<file path="src/trs_pkg.sv">
// Contract
// - tx power-up follows rise by analog-on delay
// - zero channel delay switches at setup done
// - tx interface held for hold delay
// - tx hold delay forced to zero
// - tx channel off after fall-to-off delay
// - equal delays: interface off before analog
// - zeros sent after latency drains
// - report 8 us or 758 us setup
// - rx power, interface, amplifier sequenced
// - delays stored without clamping
// - rx power-up follows rise by analog-on delay
// - rx interface masked after analog down
package trs_pkg;
  // widths
  localparam int DLY_W = 20;
  localparam int ADDR_W = 8;
  // clock and analog setup times
  localparam int CLK_PERIOD_NS = 40;
  localparam int SETUP_PLAIN_NS = 8000;
  localparam int SETUP_RETUNE_NS = 758000;
  localparam int LO_TUNE_NS = 750000;
  localparam logic [DLY_W-1:0] SETUP_PLAIN_CYC =
    DLY_W'((SETUP_PLAIN_NS + CLK_PERIOD_NS - 1) / CLK_PERIOD_NS);
  localparam int SETUP_RETUNE_CYC = (SETUP_RETUNE_NS + CLK_PERIOD_NS - 1) / CLK_PERIOD_NS;
  // register byte offsets
  localparam logic [ADDR_W-1:0] OFS_CTRL = 8'h00;
  localparam logic [ADDR_W-1:0] OFS_TX_ANA_ON = 8'h04;
  localparam logic [ADDR_W-1:0] OFS_TX_CH_ON = 8'h08;
  localparam logic [ADDR_W-1:0] OFS_TX_HOLD = 8'h0c;
  localparam logic [ADDR_W-1:0] OFS_TX_FALL_OFF = 8'h10;
  localparam logic [ADDR_W-1:0] OFS_TX_LATENCY = 8'h14;
  localparam logic [ADDR_W-1:0] OFS_RX_ANA_ON = 8'h18;
  localparam logic [ADDR_W-1:0] OFS_RX_CH_ON = 8'h1c;
  localparam logic [ADDR_W-1:0] OFS_RX_HOLD = 8'h20;
  localparam logic [ADDR_W-1:0] OFS_STATUS = 8'h24;
  localparam logic [ADDR_W-1:0] OFS_SETUP = 8'h28;
  // control fields
  localparam int CTRL_RETUNE_BIT = 0;
  localparam int CTRL_LNA_OWN_BIT = 1;
  localparam logic [1:0] CTRL_RST = 2'h0;
  localparam logic [DLY_W-1:0] DLY_RST = 20'h00000;
  // per-direction phase
  typedef enum logic [1:0] {
    TRS_IDLE = 2'b00,
    TRS_RISE = 2'b01,
    TRS_FALL = 2'b10
  } trs_phase_t;
endpackage

</file>
<file path="src/trs_sync.sv">
`timescale 1ns/1ps
`default_nettype none
// two-stage synchroniser for an enable pin
module trs_sync
(
  // clock and reset
  input  wire logic clk_i,
  input  wire logic rstn_i,
  // pin and synced level
  input  wire logic d_i,
  output logic      q_o
);
  logic meta;  // first stage, read only by q_o

  // plain double flop; pin is asynchronous to clk_i
  always_ff @(posedge clk_i or negedge rstn_i)
  begin
    if (!rstn_i)
    begin
      meta <= 1'b0;
      q_o  <= 1'b0;
    end
    else
    begin
      meta <= d_i;
      q_o  <= meta;
    end
  end
endmodule // trs_sync
`default_nettype wire

</file>
<file path="src/trs_elapsed.sv">
`timescale 1ns/1ps
`default_nettype none
// cycles since the last restart, saturating
module trs_elapsed
  import trs_pkg::*;
(
  // clock and reset
  input  wire logic             clk_i,
  input  wire logic             rstn_i,
  // control and count
  input  wire logic             restart_i,
  output logic      [DLY_W-1:0] count_o
);
  // restart cycle counts as zero, so the next cycle reads one
  always_ff @(posedge clk_i or negedge rstn_i)
  begin
    if (!rstn_i)
      count_o <= DLY_RST;
    else if (restart_i)
      count_o <= DLY_W'(1);
    else if (count_o != {DLY_W{1'b1}})
      count_o <= count_o + DLY_W'(1);  // saturate, never wraps
  end
endmodule // trs_elapsed
`default_nettype wire

</file>
<file path="src/trs_top.sv">
`timescale 1ns/1ps
`default_nettype none
// tx/rx enable timing sequencer with apb register slave
module trs_top
  import trs_pkg::*;
#(
  // long setup count, shortened in simulation
  parameter int SETUP_RETUNE_CYCLES = SETUP_RETUNE_CYC
)
(
  // clock and reset
  input  wire logic                      clk_i,
  input  wire logic                      rstn_i,
  // apb slave
  input  wire logic                      psel_i,
  input  wire logic                      penable_i,
  input  wire logic                      pwrite_i,
  input  wire logic [trs_pkg::ADDR_W-1:0] paddr_i,
  input  wire logic [31:0]               pwdata_i,
  output logic      [31:0]               prdata_o,
  output logic                           pready_o,
  output logic                           pslverr_o,
  // enable pins from the baseband processor
  input  wire logic                      tx_enable_i,
  input  wire logic                      rx_enable_i,
  // transmit controls
  output logic                           tx_ana_pwr_o,
  output logic                           tx_ch_on_o,
  output logic                           tx_if_en_o,
  output logic                           tx_zero_fill_o,
  // receive controls
  output logic                           rx_ana_pwr_o,
  output logic                           rx_lna_on_o,
  output logic                           rx_if_en_o
);
  import trs_pkg::*;

  // delay comparison used for every programmed delay
  function automatic logic reached(input logic [DLY_W-1:0] el, input logic [DLY_W:0] dly);
    reached = {1'b0, el} >= dly;
  endfunction
  // widening sum of two delays
  function automatic logic [DLY_W:0] dsum(input logic [DLY_W-1:0] a, input logic [DLY_W-1:0] b);
    dsum = {1'b0, a} + {1'b0, b};
  endfunction
  // software registers
  logic [1:0]       ctrl;         // retune select, amplifier ownership
  logic [DLY_W-1:0] tx_ana_on;    // rise_to_analog_power_delay, tx
  logic [DLY_W-1:0] tx_ch_on;     // rise_to_channel_on_delay, tx
  logic [DLY_W-1:0] tx_hold;      // interface_hold_delay, tx (stored only)
  logic [DLY_W-1:0] tx_fall_off;  // fall_to_channel_off_delay, tx
  logic [DLY_W-1:0] tx_latency;   // transmit_path_latency
  logic [DLY_W-1:0] rx_ana_on;    // rise_to_analog_power_delay, rx
  logic [DLY_W-1:0] rx_ch_on;     // rise_to_channel_on_delay, rx
  logic [DLY_W-1:0] rx_hold;      // interface_hold_delay, rx
  // synced enables and edges
  logic             tx_lvl;       // synced tx enable
  logic             rx_lvl;       // synced rx enable
  logic             tx_lvl_d;     // previous tx level
  logic             rx_lvl_d;     // previous rx level
  logic             tx_edge;      // either tx edge
  logic             rx_edge;      // either rx edge
  logic             tx_rise;
  logic             rx_rise;
  // elapsed counters and effective elapsed time
  logic [DLY_W-1:0] tx_cnt;
  logic [DLY_W-1:0] rx_cnt;
  logic [DLY_W-1:0] tx_el;        // zero in the edge cycle
  logic [DLY_W-1:0] rx_el;
  // sequence state
  trs_phase_t       tx_phase;
  trs_phase_t       rx_phase;
  trs_phase_t       next_tx_phase;
  trs_phase_t       next_rx_phase;
  logic             tx_ready;     // tx analog setup complete
  logic             rx_ready;     // rx analog setup complete
  logic [DLY_W-1:0] setup_cyc;    // analog_setup_time in clocks
  logic             tx_hold_eff;  // forced-zero hold
  // apb decode
  logic             wr_acc;
  logic             setup_ph;
  logic             mapped;
  logic [31:0]      rd_mux;
  // enable pin synchronisers
  trs_sync u_tx_sync
  (
    .clk_i  (clk_i),
    .rstn_i (rstn_i),
    .d_i    (tx_enable_i),
    .q_o    (tx_lvl)
  );

  trs_sync u_rx_sync
  (
    .clk_i  (clk_i),
    .rstn_i (rstn_i),
    .d_i    (rx_enable_i),
    .q_o    (rx_lvl)
  );

  // previous levels for edge detection
  always_ff @(posedge clk_i or negedge rstn_i)
  begin
    if (!rstn_i)
    begin
      tx_lvl_d <= 1'b0;
      rx_lvl_d <= 1'b0;
    end
    else
    begin
      tx_lvl_d <= tx_lvl;
      rx_lvl_d <= rx_lvl;
    end
  end

  assign tx_edge = tx_lvl ^ tx_lvl_d;
  assign rx_edge = rx_lvl ^ rx_lvl_d;
  assign tx_rise = tx_lvl & ~tx_lvl_d;
  assign rx_rise = rx_lvl & ~rx_lvl_d;
  // elapsed timers, restarted by any edge
  trs_elapsed u_tx_el
  (
    .clk_i     (clk_i),
    .rstn_i    (rstn_i),
    .restart_i (tx_edge),
    .count_o   (tx_cnt)
  );

  trs_elapsed u_rx_el
  (
    .clk_i     (clk_i),
    .rstn_i    (rstn_i),
    .restart_i (rx_edge),
    .count_o   (rx_cnt)
  );

  // zero delay must act in the edge cycle itself
  assign tx_el = tx_edge ? DLY_RST : tx_cnt;
  assign rx_el = rx_edge ? DLY_RST : rx_cnt;
  // reported setup time follows the retune selection
  assign setup_cyc = ctrl[CTRL_RETUNE_BIT] ? DLY_W'(SETUP_RETUNE_CYCLES)
                                           : SETUP_PLAIN_CYC;
  // tx hold is not honoured yet: interface drops with the enable
  assign tx_hold_eff = 1'b0;
  // phase: the enable level decides; an edge abandons the old sequence
  always_comb
  begin
    next_tx_phase = tx_phase;
    next_rx_phase = rx_phase;
    if (tx_edge)
      next_tx_phase = tx_lvl ? TRS_RISE : TRS_FALL;
    else if (tx_phase == TRS_FALL && !tx_ana_pwr_o && !tx_if_en_o)
      next_tx_phase = TRS_IDLE;
    if (rx_edge)
      next_rx_phase = rx_lvl ? TRS_RISE : TRS_FALL;
    else if (rx_phase == TRS_FALL && !rx_ana_pwr_o && !rx_if_en_o)
      next_rx_phase = TRS_IDLE;
  end

  // phase registers
  always_ff @(posedge clk_i or negedge rstn_i)
  begin
    if (!rstn_i)
    begin
      tx_phase <= TRS_IDLE;
      rx_phase <= TRS_IDLE;
    end
    else
    begin
      tx_phase <= next_tx_phase;
      rx_phase <= next_rx_phase;
    end
  end

  // transmit sequence
  always_ff @(posedge clk_i or negedge rstn_i)
  begin
    if (!rstn_i)
    begin
      tx_ana_pwr_o   <= 1'b0;
      tx_ready       <= 1'b0;
      tx_ch_on_o     <= 1'b0;
      tx_if_en_o     <= 1'b0;
      tx_zero_fill_o <= 1'b0;
    end
    else if (next_tx_phase == TRS_RISE)
    begin
      // interface runs with the enable so guard symbols pass
      tx_if_en_o     <= 1'b1;
      tx_zero_fill_o <= 1'b0;
      tx_ana_pwr_o   <= reached(tx_el, {1'b0, tx_ana_on});
      tx_ready       <= reached(tx_el, dsum(tx_ana_on, setup_cyc));
      // zero channel delay: switch as soon as setup is done
      tx_ch_on_o     <= reached(tx_el, dsum(tx_ana_on, setup_cyc))
                        && reached(tx_el, {1'b0, tx_ch_on});
    end
    else if (next_tx_phase == TRS_FALL)
    begin
      // interface off once the (forced) hold has elapsed
      if (tx_hold_eff ? reached(tx_el, {1'b0, tx_hold}) : 1'b1)
        tx_if_en_o <= 1'b0;
      // analog waits for a closed interface, so equal delays still order
      if (!tx_if_en_o && reached(tx_el, {1'b0, tx_fall_off}))
      begin
        tx_ana_pwr_o   <= 1'b0;
        tx_ch_on_o     <= 1'b0;
        tx_ready       <= 1'b0;
        tx_zero_fill_o <= 1'b0;
      end
      else if (tx_ana_pwr_o && reached(tx_el, dsum(DLY_RST, tx_latency)))
        tx_zero_fill_o <= 1'b1;
    end
    else
    begin
      tx_ana_pwr_o   <= 1'b0;
      tx_ready       <= 1'b0;
      tx_ch_on_o     <= 1'b0;
      tx_if_en_o     <= 1'b0;
      tx_zero_fill_o <= 1'b0;
    end
  end

  // receive sequence; amplifier only when this block owns it
  always_ff @(posedge clk_i or negedge rstn_i)
  begin
    if (!rstn_i)
    begin
      rx_ana_pwr_o <= 1'b0;
      rx_ready     <= 1'b0;
      rx_lna_on_o  <= 1'b0;
      rx_if_en_o   <= 1'b0;
    end
    else if (next_rx_phase == TRS_RISE)
    begin
      rx_ana_pwr_o <= reached(rx_el, {1'b0, rx_ana_on});
      rx_ready     <= reached(rx_el, dsum(rx_ana_on, setup_cyc));
      rx_lna_on_o  <= ctrl[CTRL_LNA_OWN_BIT]
                      && reached(rx_el, dsum(rx_ana_on, setup_cyc))
                      && reached(rx_el, {1'b0, rx_ch_on});
      rx_if_en_o   <= reached(rx_el, dsum(rx_ana_on, setup_cyc));
    end
    else if (next_rx_phase == TRS_FALL)
    begin
      // fall-to-off is forced to zero: analog and amplifier drop at once
      rx_ana_pwr_o <= 1'b0;
      rx_lna_on_o  <= 1'b0;
      rx_ready     <= 1'b0;
      // mask data only after analog is down and the hold has run
      if (!rx_ana_pwr_o && reached(rx_el, {1'b0, rx_hold}))
        rx_if_en_o <= 1'b0;
    end
    else
    begin
      rx_ana_pwr_o <= 1'b0;
      rx_ready     <= 1'b0;
      rx_lna_on_o  <= 1'b0;
      rx_if_en_o   <= 1'b0;
    end
  end

  // apb phases: no wait state, pready raised in the access cycle
  assign setup_ph = psel_i && !penable_i;
  assign wr_acc   = psel_i && penable_i && pready_o && pwrite_i;
  assign mapped   = (paddr_i[1:0] == 2'b00) && (paddr_i <= OFS_SETUP);
  // read mux, unused bits read zero
  always_comb
  begin
    rd_mux = 32'h00000000;
    unique case (paddr_i)
      OFS_CTRL:        rd_mux = {30'h0, ctrl};
      OFS_TX_ANA_ON:   rd_mux = {12'h0, tx_ana_on};
      OFS_TX_CH_ON:    rd_mux = {12'h0, tx_ch_on};
      OFS_TX_HOLD:     rd_mux = {12'h0, tx_hold};
      OFS_TX_FALL_OFF: rd_mux = {12'h0, tx_fall_off};
      OFS_TX_LATENCY:  rd_mux = {12'h0, tx_latency};
      OFS_RX_ANA_ON:   rd_mux = {12'h0, rx_ana_on};
      OFS_RX_CH_ON:    rd_mux = {12'h0, rx_ch_on};
      OFS_RX_HOLD:     rd_mux = {12'h0, rx_hold};
      OFS_STATUS:      rd_mux = {19'h0, rx_phase, tx_phase, rx_ready, tx_ready,
                                 rx_if_en_o, rx_lna_on_o, rx_ana_pwr_o, tx_zero_fill_o,
                                 tx_if_en_o, tx_ch_on_o, tx_ana_pwr_o};
      OFS_SETUP:       rd_mux = {12'h0, setup_cyc};
      default:         rd_mux = 32'h00000000;
    endcase
  end

  // bus answer registers
  always_ff @(posedge clk_i or negedge rstn_i)
  begin
    if (!rstn_i)
    begin
      pready_o  <= 1'b0;
      pslverr_o <= 1'b0;
      prdata_o  <= 32'h00000000;
    end
    else
    begin
      pready_o  <= setup_ph;
      pslverr_o <= setup_ph && !mapped;
      if (setup_ph)
        prdata_o <= (mapped && !pwrite_i) ? rd_mux : 32'h00000000;
    end
  end

  // register writes: values taken as given, no bounds check
  always_ff @(posedge clk_i or negedge rstn_i)
  begin
    if (!rstn_i)
    begin
      ctrl        <= CTRL_RST;
      tx_ana_on   <= DLY_RST;
      tx_ch_on    <= DLY_RST;
      tx_hold     <= DLY_RST;
      tx_fall_off <= DLY_RST;
      tx_latency  <= DLY_RST;
      rx_ana_on   <= DLY_RST;
      rx_ch_on    <= DLY_RST;
      rx_hold     <= DLY_RST;
    end
    else if (wr_acc)
    begin
      unique case (paddr_i)
        OFS_CTRL:        ctrl        <= pwdata_i[1:0];
        OFS_TX_ANA_ON:   tx_ana_on   <= pwdata_i[DLY_W-1:0];
        OFS_TX_CH_ON:    tx_ch_on    <= pwdata_i[DLY_W-1:0];
        OFS_TX_HOLD:     tx_hold     <= pwdata_i[DLY_W-1:0];
        OFS_TX_FALL_OFF: tx_fall_off <= pwdata_i[DLY_W-1:0];
        OFS_TX_LATENCY:  tx_latency  <= pwdata_i[DLY_W-1:0];
        OFS_RX_ANA_ON:   rx_ana_on   <= pwdata_i[DLY_W-1:0];
        OFS_RX_CH_ON:    rx_ch_on    <= pwdata_i[DLY_W-1:0];
        OFS_RX_HOLD:     rx_hold     <= pwdata_i[DLY_W-1:0];
        default:         ctrl        <= ctrl;  // read-only or unmapped
      endcase
    end
  end
endmodule // trs_top
`default_nettype wire

</file>
<file path="config.mk">
export PLATFORM = sky130hd
export DESIGN_NAME = trs_top
export DESIGN_NICKNAME = d
export VERILOG_FILES = /design/src/trs_pkg.sv /design/src/trs_sync.sv /design/src/trs_elapsed.sv /design/src/trs_top.sv
export SDC_FILE = /design/constraint.sdc
export NUM_CORES = 1
export LEC_CHECK = 0
export BUFFER_PORTS_ARGS = -buffer_cell sky130_fd_sc_hd__buf_4
export CAP_MARGIN = 30
export CORE_UTILIZATION = 35
export CTS_CLUSTER_DIAMETER = 30
export DETAILED_ROUTE_END_ITERATION = 10
export GPL_TIMING_DRIVEN = 0
export MAX_ROUTING_LAYER = met4
export PLACE_DENSITY_LB_ADDON = 0.3
export SYNTH_ARGS = -nofsm -noshare
export SYNTH_HDL_FRONTEND = slang
export SYNTH_SLANG_ARGS = --single-unit
</file>
<file path="constraint.sdc">
create_clock -name clk_i -period 5.05 [get_ports clk_i]
set_input_delay 0 -clock clk_i [delete_from_list [all_inputs] [get_ports clk_i]]
set_output_delay 0 -clock clk_i [all_outputs]
set_load 0.1 [all_outputs]
</file>
==> summary.txt, run 1 <==
Timing
  • Setup Viol. Count Final: 0
  • Worst hold slack: -0.004455 ns
  • Fmax: 0.2170 GHz
  • Count of pins over their slew limit: 0
  • Least-Margin Pin Slew: 0.9877 ns
  • Setup TNS: 0 ns
  • Worst Skew: 0.02734 ns
  • Hold Vio Cnt, Final: 5
  • Min Tclk post-route: 4.607 ns
  • Max_slew headroom: 33.93%
  • Period utilisation layout: 91.24%
  • Unrepaired setup endpoints after global routing: false

Clocking
  • Worst skew pair latency: 0.61 ns
  • CTS root buf: clkbuf_16
  • CTS H-tree lvls: 2
  • Cts bufs inserted: 60
  • Clock Tree Buf Depth: 3
  • Clock Sinks: 243
  • Post-CTS sizing: 0
  • CTS tree: built
  • Worst-path clk slew: 0.05 ns

Synth
  • Syn Inst Count: 1827
  • Top cell type's share of synthesized area: 36.70%
  • Yosys reg bits: 243
  • Yosys top cell by area: dfrtp_1
  • Synthesized area per cell: 9.068 um^2
  • EDFF count, synth: 0
  • Ys async rst share: 100.0%
  • Synthesized cell area: 16570 um^2
  • Post-synth cell types: 83
  • Seq/Total Area, Yosys: 36.70%
  • Synth area leaders: dfrtp_1 37%, ha_1 15%, o21ai_0 6.0%
  • Ys flop type: dfrtp_1
  • YS warnings: 0

Detailed routing
  • Top sig layer: met4
  • 1st-iter DRT viols: 1380
  • Metal-1 WL: 25010 um
  • DRT Pass-1 Iters: 10
  • DR WL/cell: 21.04 um
  • DR WL met3: 3954 um
  • Antenna viol nets, final: 0
  • Routed met2 length: 24910 um
  • Via density: 5.493
  • DRT Wirelength: 55460 um
  • Vias: 14479
  • DRC viols: 14

Critical path
  • Register-to-Register Path Depth: 16
  • CP endpoint kind: register
  • Type of origin of the critical path: register
  • Crit Path Class: register to register
  • Worst Path Required: 5.55 ns
  • Crit path DAT: 5.11 ns
  • R2r startpoint: ctrl[0]$_DFFE_PN0P_
  • Crit Path Max Fanout: 11
  • R2R Path End: rx_lna_on_o$_DFF_PN0_
  • Internal reg-to-reg setup slack: 0.44 ns

Flow run
  • Max cap viols: 0

GRT
  • Initial antenna violation count: 0
  • First-pass GRT wire length: 85130 um
  • Vias in the first global route: 14293
  • Total congestion overflow: 0
  • Largest net degree at the start of global routing: 104
  • GRT Total Usage: 24.06%

Cells and area
  • N_diodes: 0
  • Multi-input gate area: 9380 um^2
  • Fill cell count: 4599
  • Core Util, Final: 43.46%
  • FF/Latch Area: 6081 um^2
  • Final #Nets: 2225
  • Layout cells sized above 1: 14.14%
  • Area growth syn-to-layout: 22.38%

Floorplanning
  • Ports: 88
  • Core area: 46650 um^2
  • Die W: 219.6 um
  • Full die area: 48210 um^2
  • Chip height: 219.6 um
  • Row count: 79
  • Initial Utilization: 35.51%

Outcome
  • Failing checks: DRC, hold timing
  • Status: finished, violations left

Place
  • Port-buffer cells: 43
  • GP Congestion: 0.9593
  • Dpl hpwl: 42940 um

Hold path
  • Hold Path Class: primary input to asynchronous set/reset pin

Power
  • Peak supply drop: 0.0002429 V
  • PD cells: 323.3 nW/um^2
  • LEAKAGE: 10.23 nW
[Yosys cell counts, drive strengths merged, types with 3 or more instances]
library cell / number
nor2: 85
mux2i: 12
nor4: 6
a211oi: 12
o21bai: 4
inv: 150
a222oi: 9
a21oi: 96
mux2: 29
a22oi: 30
o22ai: 22
clkbuf: 38
a21o: 46
a221oi: 10
ha: 196
buf: 62
o2111ai: 5
a22o: 10
nor3: 31
nor3b: 4
o21a: 7
and4: 5
o31ai: 9
nand3: 45
nand4: 29
and2: 45
and3: 9
nor2b: 10
a32oi: 3
o21ai: 214
xor2: 33
dfrtp: 243
nand2: 218
or3: 9
a31oi: 10
xnor2: 34
nand2b: 16
[critical path: stages (launching register included)]
cell	delay, ns
dfrtp_1	0.71
buf_16	0.22
inv_1	0.32
fa_1	0.56
nand2b_1	0.20
a21oi_1	0.17
nor2_1	0.09
o21ai_1	0.32
nand2_1	0.11
xor2_1	0.17
ha_1	0.30
nand2_1	0.05
o21ai_0	0.27
a211oi_1	0.15
o31ai_1	0.33
o311ai_2	0.26
a211oi_1	0.24
[final cells by class]
cell class,count,area share (%)
inverters,150,2.777
clock inverters,36,2.407
well taps,607,3.746
plain buffers,100,2.882
repair buffers,80,3.789
multi-input cells,1345,46.27
clock buffers,75,8.140
flip-flops and latches,243,29.99
[how the worst max path moves through the flow]
stage,startpoint,end,slack (ns),cells after the start
after floorplan,ctrl[0]$_DFFE_PN0P_,rx_if_en_o$_DFFE_PN0P_,1.56,16
after global placement,ctrl[0]$_DFFE_PN0P_,tx_ch_on_o$_DFFE_PN0P_,0.17,14
after detailed placement,ctrl[0]$_DFFE_PN0P_,tx_ch_on_o$_DFFE_PN0P_,0.69,16
after CTS,ctrl[0]$_DFFE_PN0P_,rx_lna_on_o$_DFF_PN0_,0.65,16
after global routing,ctrl[0]$_DFFE_PN0P_,tx_ch_on_o$_DFFE_PN0P_,0.37,15
final,ctrl[0]$_DFFE_PN0P_,rx_lna_on_o$_DFF_PN0_,0.44,16
[metrics by stage]
step | hold slack, ns | instances | setup slack (ns) | power [mW] | instance area, um^2
6_report | -0.004455 | 2636 | 0.4426 | 6.554 | 20270
3_5_place_dp | -0.04064 | 2492 | 0.6916 | 2.495 | 17790
3_3_place_gp | 0.1092 | 2488 | 0.1673 | 2.478 | 17690
2_1_floorplan | -0.2956 | 1838 | 1.556 | 2.316 | 16610
4_1_cts | 0.0009617 | 2636 | 0.6497 | 6.592 | 20270
5_1_grt | 0.03355 | 2636 | 0.3748 | 6.742 | 20270
[where the power goes]
group          switching, mW  internal [mW]  total [mW]
registers             0.0347           1.98        2.02
clock network           1.26           2.80        4.06
logic                  0.324          0.152       0.476
total                   1.62           4.94        6.55
[layer usage]
layer	vias to the layer above	track usage (%)
li1	6770	-
met1	7068	32.22
met2	531	36.66
met3	110	4.003
met4	0	8.264
met5	-	-
[layout by cell type (no fill, tap or decap), types with 44 or more instances in the layout]
cell and n:
a21oi_1 93, ha_1 196, nand3_1 44, clkbuf_1 44, dfrtp_1 243, nand2_1 215, o21ai_0 197, nor2_1 80
clkbuf_16 62, inv_1 150, a21o_1 46, buf_4 72
[state kept, by name, summed over array words and instances (netlist names), 2 cells and up]
signal,count
ctrl,2
prdata_o,20
rx_ana_on,20
rx_ch_on,20
rx_hold,20
rx_phase,2
tx_ana_on,20
tx_ch_on,20
tx_fall_off,20
tx_hold,20
tx_latency,20
tx_phase,2
u_rx_el.count_o,20
u_tx_el.count_o,20
[kinds of logic (layout without fill, tap and decap cells)]
| logic type | Yosys count | in the layout | synth area share, % |
|---|---|---|---|
| AND/OR/NAND/NOR | 516 | 516 | 15.95 |
| AO/OA/AOI/OAI | 509 | 509 | 18.99 |
| buffers and inverters | 250 | 441 | 6.926 |
| flip-flops | 243 | 243 | 36.70 |
| adder cells (fa/ha/maj) | 200 | 200 | 15.17 |
| XOR/XNOR | 67 | 67 | 3.542 |
| multiplexers | 41 | 41 | 2.696 |
| other | 1 | 12 | 0.02264 |
[repair_timing]
item,in CTS,in global routing
setup buffers,0,0
hold endpoints to repair,412,0
hold buffers,33,0
No activity file was read; power rests on OpenSTA's default activity.
==> inputs of run 2 (changes only) <==
--- a/config.mk
+++ b/config.mk
@@ -10,9 +10,11 @@
 export CORE_UTILIZATION = 35
 export CTS_CLUSTER_DIAMETER = 30
 export DETAILED_ROUTE_END_ITERATION = 10
+export GPL_ROUTABILITY_DRIVEN = 1
 export GPL_TIMING_DRIVEN = 0
 export MAX_ROUTING_LAYER = met4
 export PLACE_DENSITY_LB_ADDON = 0.3
 export SYNTH_ARGS = -nofsm -noshare
 export SYNTH_HDL_FRONTEND = slang
+export SYNTH_HIERARCHICAL = 1
 export SYNTH_SLANG_ARGS = --single-unit
==> constraint.sdc (replaced) <==
create_clock -name clk_i -period 4.6 [get_ports clk_i]
set_input_delay 0 -clock clk_i [delete_from_list [all_inputs] [get_ports clk_i]]
set_output_delay 0 -clock clk_i [all_outputs]
set_load 0.1 [all_outputs]
==> summary.txt, run 2 <==
Outcome
  • Status: complete, no violations (was finished, violations left)

Synth
  • Syn Inst Count: 1880 (was 1827)
  • Most frequent cell after synthesis: dfrtp_1 (unchanged)
  • Synthesized area per cell: 8.947 um^2 (was 9.068 um^2)
  • Top cell type's share of synthesized area: 36.15% (was 36.70%)
  • Ys flop type: dfrtp_1 (unchanged)
  • Yosys reg bits: 243 (unchanged)
  • Post-synth cell types: 85 (was 83)
  • Synthesized cell area: 16820 um^2 (was 16570 um^2)
  • YS warnings: 6 (was 0)
  • Ys async rst share: 100.0% (unchanged)
  • Yosys top cell by area: dfrtp_1 (unchanged)
  • Seq/Total Area, Yosys: 36.15% (was 36.70%)
  • EDFF count, synth: 0 (unchanged)
  • Synth area leaders: dfrtp_1 36%, ha_1 15%, nand2_1 5.1% (was dfrtp_1 37%, ha_1 15%, o21ai_0 6.0%)
  • Synth cell count leaders: 243 x dfrtp_1, 229 x nand2_1, 196 x ha_1 (was 243 x dfrtp_1, 215 x nand2_1, 197 x o21ai_0)

Power
  • Power share of the clock group: 64.1% (was 62.0%)
  • Net Sw Power: 1.948 mW (was 1.616 mW)
  • Switching Fraction: 25.64% (was 24.66%)
  • PD cells: 366.4 nW/um^2 (was 323.3 nW/um^2)
  • Internal power consumption: 5.648 mW (was 4.938 mW)
  • Final Power: 7.595 mW (was 6.554 mW)
  • Comb power frac: 6.7% (was 7.3%)
  • Peak supply drop: 0.0002536 V (was 0.0002429 V)
  • Reg power frac: 29.2% (was 30.8%)
  • LEAKAGE: 10.28 nW (was 10.23 nW)

Floorplanning
  • Chip height: 221.2 um (was 219.6 um)
  • Ports: 88 (unchanged)
  • Die W: 221.2 um (was 219.6 um)
  • Full die area: 48940 um^2 (was 48210 um^2)
  • Core area: 46950 um^2 (was 46650 um^2)
  • Row count: 79 (unchanged)
  • Initial Utilization: 35.82% (was 35.51%)

Timing
  • Setup slack after layout: 0.2455 ns (was 0.4426 ns)
  • Unrepaired setup endpoints after global routing: false (unchanged)
  • Least-Margin Pin Slew: 0.9478 ns (was 0.9877 ns)
  • Count of pins over their slew limit: 0 (unchanged)
  • Fmax: 0.2296 GHz (was 0.2170 GHz)
  • Max_slew headroom: 36.58% (was 33.93%)
  • Setup Viol. Count Final: 0 (unchanged)
  • Period utilisation layout: 94.66% (was 91.24%)
  • Setup TNS: 0 ns (unchanged)
  • Min Tclk post-route: 4.355 ns (was 4.607 ns)
  • Hold Vio Cnt, Final: 0 (was 5)
  • Worst Skew: 0.01817 ns (was 0.02734 ns)

GRT
  • Largest net degree at the start of global routing: 107 (was 104)
  • Vias in the first global route: 15273 (was 14293)
  • Initial antenna violation count: 2 (was 0)
  • GRT Total Usage: 25.47% (was 24.06%)
  • First-pass GRT wire length: 92490 um (was 85130 um)
  • Total congestion overflow: 0 (unchanged)

Critical path
  • Type of origin of the critical path: register (unchanged)
  • Worst stage delay on the critical path: 0.57 ns (was 0.71 ns)
  • Worst Path Required: 5.09 ns (was 5.55 ns)
  • Register-to-Register Path Depth: 16 (unchanged)
  • Crit Path Class: register to register (unchanged)
  • Crit Path Max Fanout: 10 (was 11)
  • Crit path DAT: 4.84 ns (was 5.11 ns)
  • Critical-path top delay cell: dfrtp_2 (was dfrtp_1)
  • CP dominant cell by count: ha_1
  • CP endpoint kind: register (unchanged)
  • Cell Chain, Critical Path: buf_16 > ha_1 > inv_1 > fa_1 > nor2b_1 > o2111a_1 > o21ai_1 > a21oi_1 > o21ai_0 > xnor2_1 > ha_1 > nand4_1 > a21o_1 > a41oi_1 > o221ai_1 > o31ai_1 (was buf_16 > inv_1 > fa_1 > nand2b_1 > a21oi_1 > nor2_1 > o21ai_1 > nand2_1 > xor2_1 > ha_1 > nand2_1 > o21ai_0 > a211oi_1 > o31ai_1 > o311ai_2 > a211oi_1)

Cells and area
  • Most frequent cells in the layout: 242 x dfrtp_1, 229 x nand2_1, 196 x ha_1, 161 x o21ai_0, 152 x inv_1 (was 243 x dfrtp_1, 215 x nand2_1, 197 x o21ai_0, 196 x ha_1, 150 x inv_1)
  • Post-route insts no fill: 2705 (was 2636)
  • Area growth syn-to-layout: 23.25% (was 22.38%)
  • Commonest non-fill, non-tap cell in the layout: dfrtp_1 (unchanged)
  • Design Area, Final: 20730 um^2 (was 20270 um^2)
  • Layout cells sized above 1: 14.55% (was 14.14%)
  • Final #Nets: 2285 (was 2225)

Clocking
  • CTS root buf: clkbuf_16 (unchanged)
  • Worst-path clk slew: 0.05 ns (about the same)
  • Worst skew pair latency: 0.59 ns (was 0.61 ns)
  • CTS tree: built (unchanged)
  • Clock Tree Buf Depth: 3 (unchanged)
  • Cts bufs inserted: 69 (was 60)
  • Clock Sinks: 243 (unchanged)
  • CTS H-tree lvls: 3 (was 2)

Place
  • Dpl hpwl: 46160 um (was 42940 um)
  • Port-buffer cells: 39 (was 43)
  • Pre-CTS setup slack: -0.2051 ns (was 0.6916 ns)
  • GP Congestion: 0.9430 (was 0.9593)
  • Placed cells: 2543 (was 2492)
  • Post-DP Area: 18020 um^2 (was 17790 um^2)

Detailed routing
  • Vias: 15497 (was 14479)
  • Via density: 5.729 (was 5.493)
  • DRC viols: 0 (was 14)
  • DRT Pass-1 Iters: 6 (was 10)
  • DRT Wirelength: 60050 um (was 55460 um)
  • 1st-iter DRT viols: 1668 (was 1380)
  • Antenna viol nets, final: 0 (unchanged)
  • DR WL/cell: 22.20 um (was 21.04 um)

Hold path
  • Hold Path Class: primary input to asynchronous set/reset pin (unchanged)

Flow run
  • Max cap viols: 0 (unchanged)
[run 2: cell types whose count changed in the layout (fill, tap and decap cells not counted), moves of 11 or more]
cell / change
a21o_1: -11
and2_1: -34
and3_1: +44
clkbuf_1: +11
nand2_1: +14
nor2_1: -25
nor3_1: +15
nor4_1: +12
o21ai_0: -36
o21ai_2: +20
o22ai_1: -14
xor2_1: -26
[run 2: cell families after synthesis]
kind of cell    synth area share, %
mux                           2.194
compound gates                21.23
buf+inv                       6.985
flops                         36.15
xor+xnor                      1.614
simple gates                  16.98
other cells                 0.02230
fa+ha+maj                     14.82
[run 2: through the flow]
step | hold slack [ns] | utilization [%]
final | 0.003178 | 44.15
after global routing | 0.03808 | 44.15
after CTS | 0.008894 | 44.14
after detailed placement | -0.03844 | 38.39
after global placement | 0.1104 | 38.15
after floorplan | -0.2956 | -
[run 2: power by group through the flow]
stage	Combinational (mW)	Clock, mW	Sequential [mW]
after floorplan	0.294	0	2.25
after global placement	0.466	0	2.25
after detailed placement	0.482	0	2.25
after CTS	0.507	4.91	2.22
after global routing	0.558	5.04	2.22
final	0.509	4.87	2.22
[run 2: critical path, delay by kind of cell (launching register included)]
kind	cells	cell delay [ns]
AO/OA/AOI/OAI	8	2.04
XOR/XNOR	1	0.18
adder cells (fa/ha/maj)	3	0.85
buffers and inverters	2	0.26
flip-flops	1	0.57
AND/OR/NAND/NOR	2	0.35
[run 2: final timing paths]
path | startpoint | endpoint | slack [ns]
max | ctrl[0]$_DFFE_PN0P_ | tx_ch_on_o$_DFFE_PN0P_ | 0.25
min | rstn_i | rx_hold[13]$_DFFE_PN0P_ | 0.003
max reg2reg | ctrl[0]$_DFFE_PN0P_ | tx_ch_on_o$_DFFE_PN0P_ | 0.25
min reg2reg | u_rx_sync/meta$_DFF_PN0_ | u_rx_sync/q_o$_DFF_PN0_ | 0.35
max in group asynchronous | rstn_i | ctrl[0]$_DFFE_PN0P_ | 4.01
min in group clk_i | rx_enable_i | u_rx_sync/meta$_DFF_PN0_ | 0.08
[run 2: what timing repair did]
item	in CTS	in global routing
buffers inserted	4	0
pin swaps	0	0
resized for setup	2	1
hold buffers	29	0
hold endpoints to repair	400	0
endpoints found under the setup margin	5	4
[run 2: cell type report]
| class | instances | area (um^2) |
|---|---|---|
| timing repair buffer | 78 | 740.7 |
| buffer | 111 | 596.8 |
| tap | 607 | 759.5 |
| fill | 4446 | 26220 |
| antenna | 2 | 5.005 |
| sequential | 243 | 6082 |
| clock buffer | 80 | 1829 |
| multi-input combinational | 1383 | 9605 |
| clock inverter | 47 | 530.5 |
| inverter | 154 | 581.8 |
[run 2: routing by layer]
layer	GRT usage, %	vias to the layer above	share of wire [%]
met5	-	-	0
met4	9.384	0	2.9
met3	4.355	106	6.8
met2	37.26	606	43
met1	35.07	7585	47
li1	-	7200	-
